==> src/pkg/spc_defs.vh <==
// constants for the sdram pin command interface
`ifndef SPC_DEFS_VH
`define SPC_DEFS_VH
// ----------------------------------------
// command codes {ras_n, cas_n, we_n}
// ----------------------------------------
`define SPC_CMD_MRS 3'h0
`define SPC_CMD_REF 3'h1
`define SPC_CMD_PRE 3'h2
`define SPC_CMD_ACT 3'h3
`define SPC_CMD_WR 3'h4
`define SPC_CMD_RD 3'h5
`define SPC_CMD_BST 3'h6
`define SPC_CMD_NOP 3'h7
// ----------------------------------------
// address field positions
// ----------------------------------------
`define SPC_BANK_BIT 11
`define SPC_AUTOPRE_BIT 10
`define SPC_ROW_MSB 10
`define SPC_COL_MSB 7
// ----------------------------------------
// mode op-code fields and reset value
// ----------------------------------------
`define SPC_MODE_BL_MSB 2
`define SPC_MODE_CL_LSB 4
`define SPC_MODE_CL_MSB 6
`define SPC_MODE_RESET 12'h020
// ----------------------------------------
// pin sampling
// ----------------------------------------
`define SPC_PIN_WIDTH 36
`endif

==> src/core/spc_sdram_if.v <==
// device-side pin command and data interface of a two-bank sdram
//
// Summary of operation
// [RL1] all pins captured at link clock rise, except cke, watched as a level in low power
// [RL2] burst counter and outputs advance on link clock
// [RL3] cke low suspends from next cycle, freezes state
// [RL4] low-power entry only with both banks idle
// [RL5] low power: cke asynchronous, input buffers disabled
// [RL6] bank bit selects the single target bank
// [RL7] activate latches row from eleven low lines
// [RL8] column from eight low lines, a10 autoprecharge
// [RL9] precharge with a10 high closes both banks
// [RL10] mode register set loads op-code from address
// [RL11] chip select high masks every command
// [RL12] ras low cas high: we picks activate/precharge
// [RL13] ras high cas low: we picks read/write
// [RL14] read has we high, write we low
// [RL15] write byte mask discards byte, buffer off
// [RL16] read byte mask suppresses output two clocks later
// [RL17] upper mask bits 15:8, lower mask 7:0
// [RL18] sixteen-bit data moves on link clock edges
// [RL19] controller sends nop when idle
`timescale 1ns/1ps
`include "spc_defs.vh"
module spc_sdram_if #(
	parameter DATA_W = 16,
	parameter ADDR_W = 12
) (
	input wire clock_in,
	input wire reset_in,
	input wire sdram_clk_in,
	input wire cke_in,
	input wire chip_select_n_in,
	input wire row_strobe_n_in,
	input wire col_strobe_n_in,
	input wire write_enable_n_in,
	input wire [ADDR_W-1:0] addr_in,
	input wire upper_byte_mask_in,
	input wire lower_byte_mask_in,
	input wire [DATA_W-1:0] data_bus_in,
	output reg [DATA_W-1:0] data_bus_out,
	output wire [1:0] data_bus_oe_n_out,
	output reg [19:0] core_addr_out,
	output reg core_rd_out,
	output reg core_wr_out,
	output reg [DATA_W-1:0] core_wdata_out,
	output reg [1:0] core_byte_en_out,
	input wire [DATA_W-1:0] core_rdata_in,
	output wire [1:0] bank_active_out,
	output reg low_power_out,
	output reg self_refresh_out,
	output reg refresh_out,
	output reg [ADDR_W-1:0] mode_opcode_out
);
	// ----------------------------------------
	// pin synchronisers
	// ----------------------------------------
	reg [`SPC_PIN_WIDTH-1:0] s1_r;
	reg [`SPC_PIN_WIDTH-1:0] s2_r;
	reg [`SPC_PIN_WIDTH-1:0] s3_r;
	reg [`SPC_PIN_WIDTH-1:0] pin_r;
	wire [`SPC_PIN_WIDTH-1:0] pin_nxt;
	wire [`SPC_PIN_WIDTH-1:0] pin_raw;

	assign pin_raw = {sdram_clk_in, cke_in, chip_select_n_in, row_strobe_n_in, col_strobe_n_in,
		write_enable_n_in, addr_in, upper_byte_mask_in, lower_byte_mask_in, data_bus_in};
	// a bit changes only once stages two and three agree
	assign pin_nxt = (s2_r & ~(s2_r ^ s3_r)) | (pin_r & (s2_r ^ s3_r));

	// three-flop chain, first stage feeds only the second
	always @(posedge clock_in) begin
		if (reset_in) begin
			s1_r <= {`SPC_PIN_WIDTH{1'b0}};
			s2_r <= {`SPC_PIN_WIDTH{1'b0}};
			s3_r <= {`SPC_PIN_WIDTH{1'b0}};
			pin_r <= {`SPC_PIN_WIDTH{1'b0}};
		end else begin
			s1_r <= pin_raw;
			s2_r <= s1_r;
			s3_r <= s2_r;
			pin_r <= pin_nxt;
		end
	end

	// ----------------------------------------
	// sampled pin fields
	// ----------------------------------------
	wire tick;
	wire cke_s;
	wire cs_n_s;
	wire [2:0] cmd_s;
	wire [ADDR_W-1:0] addr_s;
	wire [1:0] mask_s;
	wire [DATA_W-1:0] data_s;

	assign tick = pin_nxt[35] & ~pin_r[35]; // RL1
	assign cke_s = pin_nxt[34];
	assign cs_n_s = pin_nxt[33];
	assign cmd_s = pin_nxt[32:30];
	assign addr_s = pin_nxt[29:18];
	assign mask_s = pin_nxt[17:16]; // RL17
	assign data_s = pin_nxt[15:0];

	// ----------------------------------------
	// state
	// ----------------------------------------
	reg cke_prev_r;
	reg [1:0] active_r;
	reg [10:0] row_r [0:1];
	reg bank_r;
	reg [7:0] col_r;
	reg [8:0] cnt_r;
	reg ap_r;
	reg wr_burst_r;
	reg rd_beat_r;
	reg [1:0] pipe_v_r;
	reg [DATA_W-1:0] pipe_d_r [0:1];
	reg out_valid_r;
	reg [1:0] mask_d1_r;
	reg [1:0] out_mask_r;

	wire etick;
	wire cmd_ok;
	wire bs;
	wire [8:0] bl;
	wire [7:0] wrap;
	wire [1:0] cl;
	wire is_rw;
	wire both_idle;
	wire pre_hit;

	// state moves only when the internal clock runs
	assign etick = tick & cke_prev_r & ~low_power_out; // RL3 RL5
	assign cmd_ok = ~cs_n_s; // RL11
	assign bs = addr_s[`SPC_BANK_BIT]; // RL6
	assign both_idle = ~active_r[0] & ~active_r[1];
	assign bank_active_out = active_r;
	assign cl = mode_opcode_out[`SPC_MODE_CL_LSB+1:`SPC_MODE_CL_LSB];

	// burst length from mode op-code, full page is 256
	assign bl = (mode_opcode_out[`SPC_MODE_BL_MSB:0] == 3'h1) ? 9'h002 :
		(mode_opcode_out[`SPC_MODE_BL_MSB:0] == 3'h2) ? 9'h004 :
		(mode_opcode_out[`SPC_MODE_BL_MSB:0] == 3'h3) ? 9'h008 :
		(mode_opcode_out[`SPC_MODE_BL_MSB:0] == 3'h7) ? 9'h100 : 9'h001;
	assign wrap = bl[7:0] - 8'h01;

	// column access to an open bank only
	assign is_rw = cmd_ok & ((cmd_s == `SPC_CMD_RD) | (cmd_s == `SPC_CMD_WR)) & active_r[bs]; // RL13 RL14
	// precharge that hits the bank owning the burst
	assign pre_hit = cmd_ok & (cmd_s == `SPC_CMD_PRE) & (addr_s[`SPC_AUTOPRE_BIT] | (bs == bank_r));

	// ----------------------------------------
	// beat selection for the core
	// ----------------------------------------
	reg beat;
	reg beat_wr;
	reg [7:0] beat_col;
	reg beat_bank;
	reg [7:0] col_base;

	always @* begin
		beat = 1'b0;
		beat_wr = 1'b0;
		beat_col = col_r;
		beat_bank = bank_r;
		col_base = addr_s[`SPC_COL_MSB:0]; // RL8
		if (is_rw) begin
			beat = 1'b1;
			beat_wr = (cmd_s == `SPC_CMD_WR); // RL14
			beat_col = col_base;
			beat_bank = bs;
		end else if (cnt_r != 9'h000) begin
			beat = 1'b1;
			beat_wr = wr_burst_r;
		end
	end

	// ----------------------------------------
	// command decode, banks and burst counter
	// ----------------------------------------
	integer i;
	always @(posedge clock_in) begin
		if (reset_in) begin
			active_r <= 2'h0;
			bank_r <= 1'b0;
			col_r <= 8'h00;
			cnt_r <= 9'h000;
			ap_r <= 1'b0;
			wr_burst_r <= 1'b0;
			mode_opcode_out <= `SPC_MODE_RESET;
			refresh_out <= 1'b0;
			for (i = 0; i < 2; i = i + 1) begin
				row_r[i] <= 11'h000;
			end
		end else begin
			refresh_out <= 1'b0;
			if (etick) begin
				if (cmd_ok && cmd_s == `SPC_CMD_ACT) begin // RL12
					active_r[bs] <= 1'b1; // RL6
					row_r[bs] <= addr_s[`SPC_ROW_MSB:0]; // RL7
				end
				if (cmd_ok && cmd_s == `SPC_CMD_PRE) begin // RL12
					if (addr_s[`SPC_AUTOPRE_BIT]) begin
						active_r <= 2'h0; // RL9
					end else begin
						active_r[bs] <= 1'b0; // RL9
					end
				end
				if (cmd_ok && cmd_s == `SPC_CMD_MRS && both_idle) begin
					mode_opcode_out <= addr_s; // RL10
				end
				if (cmd_ok && cmd_s == `SPC_CMD_REF && cke_s && both_idle) begin
					refresh_out <= 1'b1;
				end
				if (is_rw) begin
					bank_r <= bs;
					ap_r <= addr_s[`SPC_AUTOPRE_BIT]; // RL8
					wr_burst_r <= (cmd_s == `SPC_CMD_WR);
					cnt_r <= bl - 9'h001;
					col_r <= (col_base & ~wrap) | ((col_base + 8'h01) & wrap); // RL2
					if (bl == 9'h001 && addr_s[`SPC_AUTOPRE_BIT]) begin
						active_r[bs] <= 1'b0;
					end
				end else if (cnt_r != 9'h000) begin
					if ((cmd_ok && cmd_s == `SPC_CMD_BST) || pre_hit) begin
						cnt_r <= 9'h000;
					end else begin
						cnt_r <= cnt_r - 9'h001; // RL2
						col_r <= (col_r & ~wrap) | ((col_r + 8'h01) & wrap);
						if (cnt_r == 9'h001 && ap_r) begin
							active_r[bank_r] <= 1'b0;
						end
					end
				end
			end
		end
	end

	// ----------------------------------------
	// core access strobes
	// ----------------------------------------
	always @(posedge clock_in) begin
		if (reset_in) begin
			core_addr_out <= 20'h00000;
			core_rd_out <= 1'b0;
			core_wr_out <= 1'b0;
			core_wdata_out <= {DATA_W{1'b0}};
			core_byte_en_out <= 2'h0;
		end else begin
			core_rd_out <= 1'b0;
			core_wr_out <= 1'b0;
			if (etick && beat) begin
				core_addr_out <= {beat_bank, row_r[beat_bank], beat_col}; // RL6
				core_rd_out <= ~beat_wr;
				core_wr_out <= beat_wr & (mask_s != 2'h3);
				core_wdata_out <= data_s; // RL18
				core_byte_en_out <= ~mask_s; // RL15 RL17
			end
		end
	end

	// ----------------------------------------
	// read latency pipeline and data output
	// ----------------------------------------
	always @(posedge clock_in) begin
		if (reset_in) begin
			rd_beat_r <= 1'b0;
			pipe_v_r <= 2'h0;
			pipe_d_r[0] <= {DATA_W{1'b0}};
			pipe_d_r[1] <= {DATA_W{1'b0}};
			out_valid_r <= 1'b0;
			data_bus_out <= {DATA_W{1'b0}};
			mask_d1_r <= 2'h3;
			out_mask_r <= 2'h3;
		end else if (etick) begin // RL2 RL3
			rd_beat_r <= beat & ~beat_wr;
			pipe_v_r <= {pipe_v_r[0], rd_beat_r};
			pipe_d_r[0] <= core_rdata_in;
			pipe_d_r[1] <= pipe_d_r[0];
			mask_d1_r <= mask_s;
			out_mask_r <= mask_d1_r; // RL16
			if (cl == 2'h1) begin
				out_valid_r <= rd_beat_r;
				data_bus_out <= core_rdata_in; // RL18
			end else if (cl == 2'h2) begin
				out_valid_r <= pipe_v_r[0];
				data_bus_out <= pipe_d_r[0];
			end else begin
				out_valid_r <= pipe_v_r[1];
				data_bus_out <= pipe_d_r[1];
			end
		end
	end

	// byte drivers on only for unmasked read data
	assign data_bus_oe_n_out = ~({2{out_valid_r}} & ~out_mask_r); // RL15 RL16 RL17

	// ----------------------------------------
	// clock enable, power down and self refresh
	// ----------------------------------------
	always @(posedge clock_in) begin
		if (reset_in) begin
			cke_prev_r <= 1'b1;
			low_power_out <= 1'b0;
			self_refresh_out <= 1'b0;
		end else if (low_power_out) begin
			// cke watched as a level, link clock ignored
			if (pin_r[34]) begin // RL5
				low_power_out <= 1'b0;
				self_refresh_out <= 1'b0;
				cke_prev_r <= 1'b1;
			end
		end else if (tick) begin
			cke_prev_r <= cke_s; // RL3
			if (cke_prev_r && !cke_s && both_idle && cnt_r == 9'h000) begin // RL4
				if (cmd_ok && cmd_s == `SPC_CMD_REF) begin
					low_power_out <= 1'b1;
					self_refresh_out <= 1'b1;
				end else if (!cmd_ok || cmd_s == `SPC_CMD_NOP) begin
					low_power_out <= 1'b1;
				end
			end
		end
	end
endmodule // spc_sdram_if

==> config.mk <==
export PLATFORM = sky130hd
export DESIGN_NAME = spc_sdram_if
export DESIGN_NICKNAME = d
export VERILOG_FILES = /design/src/core/spc_sdram_if.v
export VERILOG_INCLUDE_DIRS = /design/src /design/src/pkg
export SDC_FILE = /design/constraint.sdc
export NUM_CORES = 1
export LEC_CHECK = 0
export BUFFER_PORTS_ARGS = -buffer_cell sky130_fd_sc_hd__buf_2
export CAP_MARGIN = 30
export CORE_MARGIN = 10
export CORE_UTILIZATION = 50
export CTS_BUF_LIST = sky130_fd_sc_hd__clkbuf_4 sky130_fd_sc_hd__clkbuf_8
export DETAILED_ROUTE_END_ITERATION = 8
export GPL_TIMING_DRIVEN = 0
export PLACE_DENSITY = 0.78
export SYNTH_ARGS = -nofsm -noshare
export SYNTH_HDL_FRONTEND = slang
export SYNTH_SLANG_ARGS = --single-unit
==> constraint.sdc <==
create_clock -name clock_in -period 4.13 [get_ports clock_in]
set_input_delay 0.413 -clock clock_in [delete_from_list [all_inputs] [get_ports clock_in]]
set_output_delay 0.413 -clock clock_in [all_outputs]
set_load 0.02 [all_outputs]
==> out/metrics.cfg <==
[run_status]
status = finished, final reports clean

[global_routing]
grt_util_all_layers_pct = 19.9
grt_max_degree = 23
grt_pass1_wl_um = 46600
grt_antenna_before_repair = 0
grt-ovfl-total = 0
grt_pass1_vias = 8963

[timing]
rsz0062_at_grt = false
relSlewSlack_pct = 37.7
skew_ns = 0.0217
period_minus_slack_ns = 2.71
hold_slack_ns = 0.0412
setup_viol = 0
finalCritPeriodShare_pct = 65.6
drv_slew = 0
timing.final.ws_setup_ns = 1.42
worstMarginPinSlew_ns = 0.928
fmax_mhz = 369
hold_viol_final = 0
setup_tns_ns = 0

[synth]
synth_edf_count = 54
yosys_register_bits = 300
synth_area_sq_um = 11400
synth_cells = 1129
synth-async-reset-ratio_pct = 0
yosysSeqAreaShare_pct = 57.4
yosysWarnings = 0
syn_nets = 1188
synthFlopType = dfxtp_1
syn_area_per_cell_sq_um = 10.1
synth.distinct_cells = 66

[routing]
drt_wl_total_um = 29500
post-route-drc-count = 0
vias = 8895
wl_met1_um = 12500
wl_met2_um = 14000
wl_met3_um = 2080
drt_iter0_drc = 533
wl_per_cell_um = 18.2
drtPass1Iterations = 5
dr.max_layer_used = met4
drtAntennaViolNets = 0
viasPerCell = 5.48

[critical_path]
cp_max_fo = 11
arrival_ns = 2.92
cp_data_required_time_ns = 4.34
cp-end-kind = flop
critical_path_class = reg -> reg
cp-start-kind = flop

[floorplan]
die_x_um = 171
core_area_sq_um = 22500
die_area_sq_um = 29200
ios = 129
initial_core_util_pct = 50.7
num_rows = 55
die_h_um = 171

[cts]
clock_latency_ns = 0.58
holdBufCountCts = 0
path_clk_slew_ns = 0.06
cts_resized = 0
cts_tree = done
postCtsSetupBuffers = 0
numCtsBuffers = 46
cts.sinks = 300
cts_root_buffer = clkbuf_8
clockBufferDepth = 3
htreeDepth = 2

[placement]
dpl-instance-area_sq_um = 12400
place_hpwl_um = 21100
globalplace.congestion = 0.917
port_buffers = 127
place_inst = 1542
place_ws_ns = 1.44

[run]
cap_violations = 0

[finish]
insertedDiodeCount = 0
post_layout_nonfiller_instances = 1623
design_area_sq_um = 13400
utilization_pct = 59.4
drive_gt1_share_pct = 18.2
nets = 1364
synthToLayoutAreaGrowth_pct = 17.2

[power_and_ir_drop]
p_leak_nw = 5.55
ir_drop_uv = 289
total_power_mw = 5.74
p_per_area_nw_per_um2 = 429

[min_path]
holdCritPathClass = in -> reg

==> metal layers <==
| metal | up-vias | GRT usage, % |
|---|---|---|
| met1 | 4202 | 24.4 |
| met2 | 306 | 33.0 |
| li1 | 4319 | - |
| met5 | - | 0 |
| met3 | 68 | 4.52 |
| met4 | 0 | 8.13 |
==> worst max-delay path: stages, from the launching register on <==
cell and delay (ns):
dfxtp_1 0.30, maj3_1 0.45, or2_1 0.26, buf_6 0.13
nor2_1 0.22, nand3b_1 0.23, clkbuf_1 0.30, nand2_1 0.47
==> cells by family (layout without fill, tap and decap cells) <==
family,after synthesis,after routing,share of synthesized area (%)
AND/OR/NAND/NOR,437,437,19.6
AO/OA/AOI/OAI,246,246,14.3
buffers and inverters,84,293,3.17
multiplexers,32,32,2.85
adder cells (fa/ha/maj),18,18,1.73
XOR/XNOR,12,12,0.922
flip-flops,300,300,57.4
==> cell usage in the layout, fill, tap and decap left out, drive strengths merged, types with 17 or more instances in the layout <==
cell type / count
a211oi: 51
a21oi: 78
and3: 38
buf: 152
clkbuf: 117
dfxtp: 246
edfxtp: 54
inv: 17
mux2i: 31
nand2: 83
nand3: 20
nor2: 113
nor2b: 125
nor3: 21
o21ai: 42
==> final cells by class <==
| cell class | count | area (sq um) |
|---|---|---|
| buffer | 70 | 309 |
| fill | 1891 | 9140 |
| multi-input combinational | 745 | 4490 |
| tap | 285 | 357 |
| sequential | 300 | 6550 |
| clock inverter | 10 | 62.6 |
| timing repair buffer | 128 | 663 |
| inverter | 14 | 52.6 |
| clock buffer | 71 | 883 |
==> Yosys cell counts, types with 12 or more instances <==
library cell | instances | area [sq um]
a211oi_1 | 50 | 375
a21o_1 | 14 | 105
a21oi_1 | 76 | 380
a311oi_1 | 16 | 140
and3_1 | 38 | 238
buf_2 | 13 | 65.1
clkbuf_1 | 46 | 173
dfxtp_1 | 246 | 4920
edfxtp_1 | 54 | 1620
inv_1 | 14 | 52.6
mux2i_1 | 31 | 310
nand2_1 | 82 | 308
nand3_1 | 20 | 100
nor2_1 | 112 | 420
nor2b_1 | 125 | 782
nor3_1 | 19 | 95.1
o21ai_0 | 34 | 170
o2bb2ai_1 | 12 | 105
==> registers in the layout (all words and copies together), names as in the netlist, 9 cells and up, named ones only <==
signal / cells
core_addr_out: 20
s2_r: 36
s1_r: 36
s3_r: 36
cnt_r: 9
data_bus_out: 16
pin_r: 36
mode_opcode_out: 12
pipe_d_r: 32
core_wdata_out: 16
row_r: 22
==> where the power goes <==
group,leakage [nW],internal [mW],switching (mW)
clock,0.509,1.37,1.14
sequential,2.56,3.04,0.0268
combinational,2.48,0.0647,0.103
total,5.55,4.47,1.27
==> path summary, 6_finish.rpt <==
path	start	endpoint	slack, ns	cells after the start
max	pin_r[32]	row_r[0][7]	1.42	7
max reg2reg	pin_r[32]	row_r[0][7]	1.42	7
min	data_bus_in[14]	s1_r[14]	0.04	2
min reg2reg	s1_r[8]	s2_r[8]	0.43	1
No activity file was read; power rests on OpenSTA's default activity.
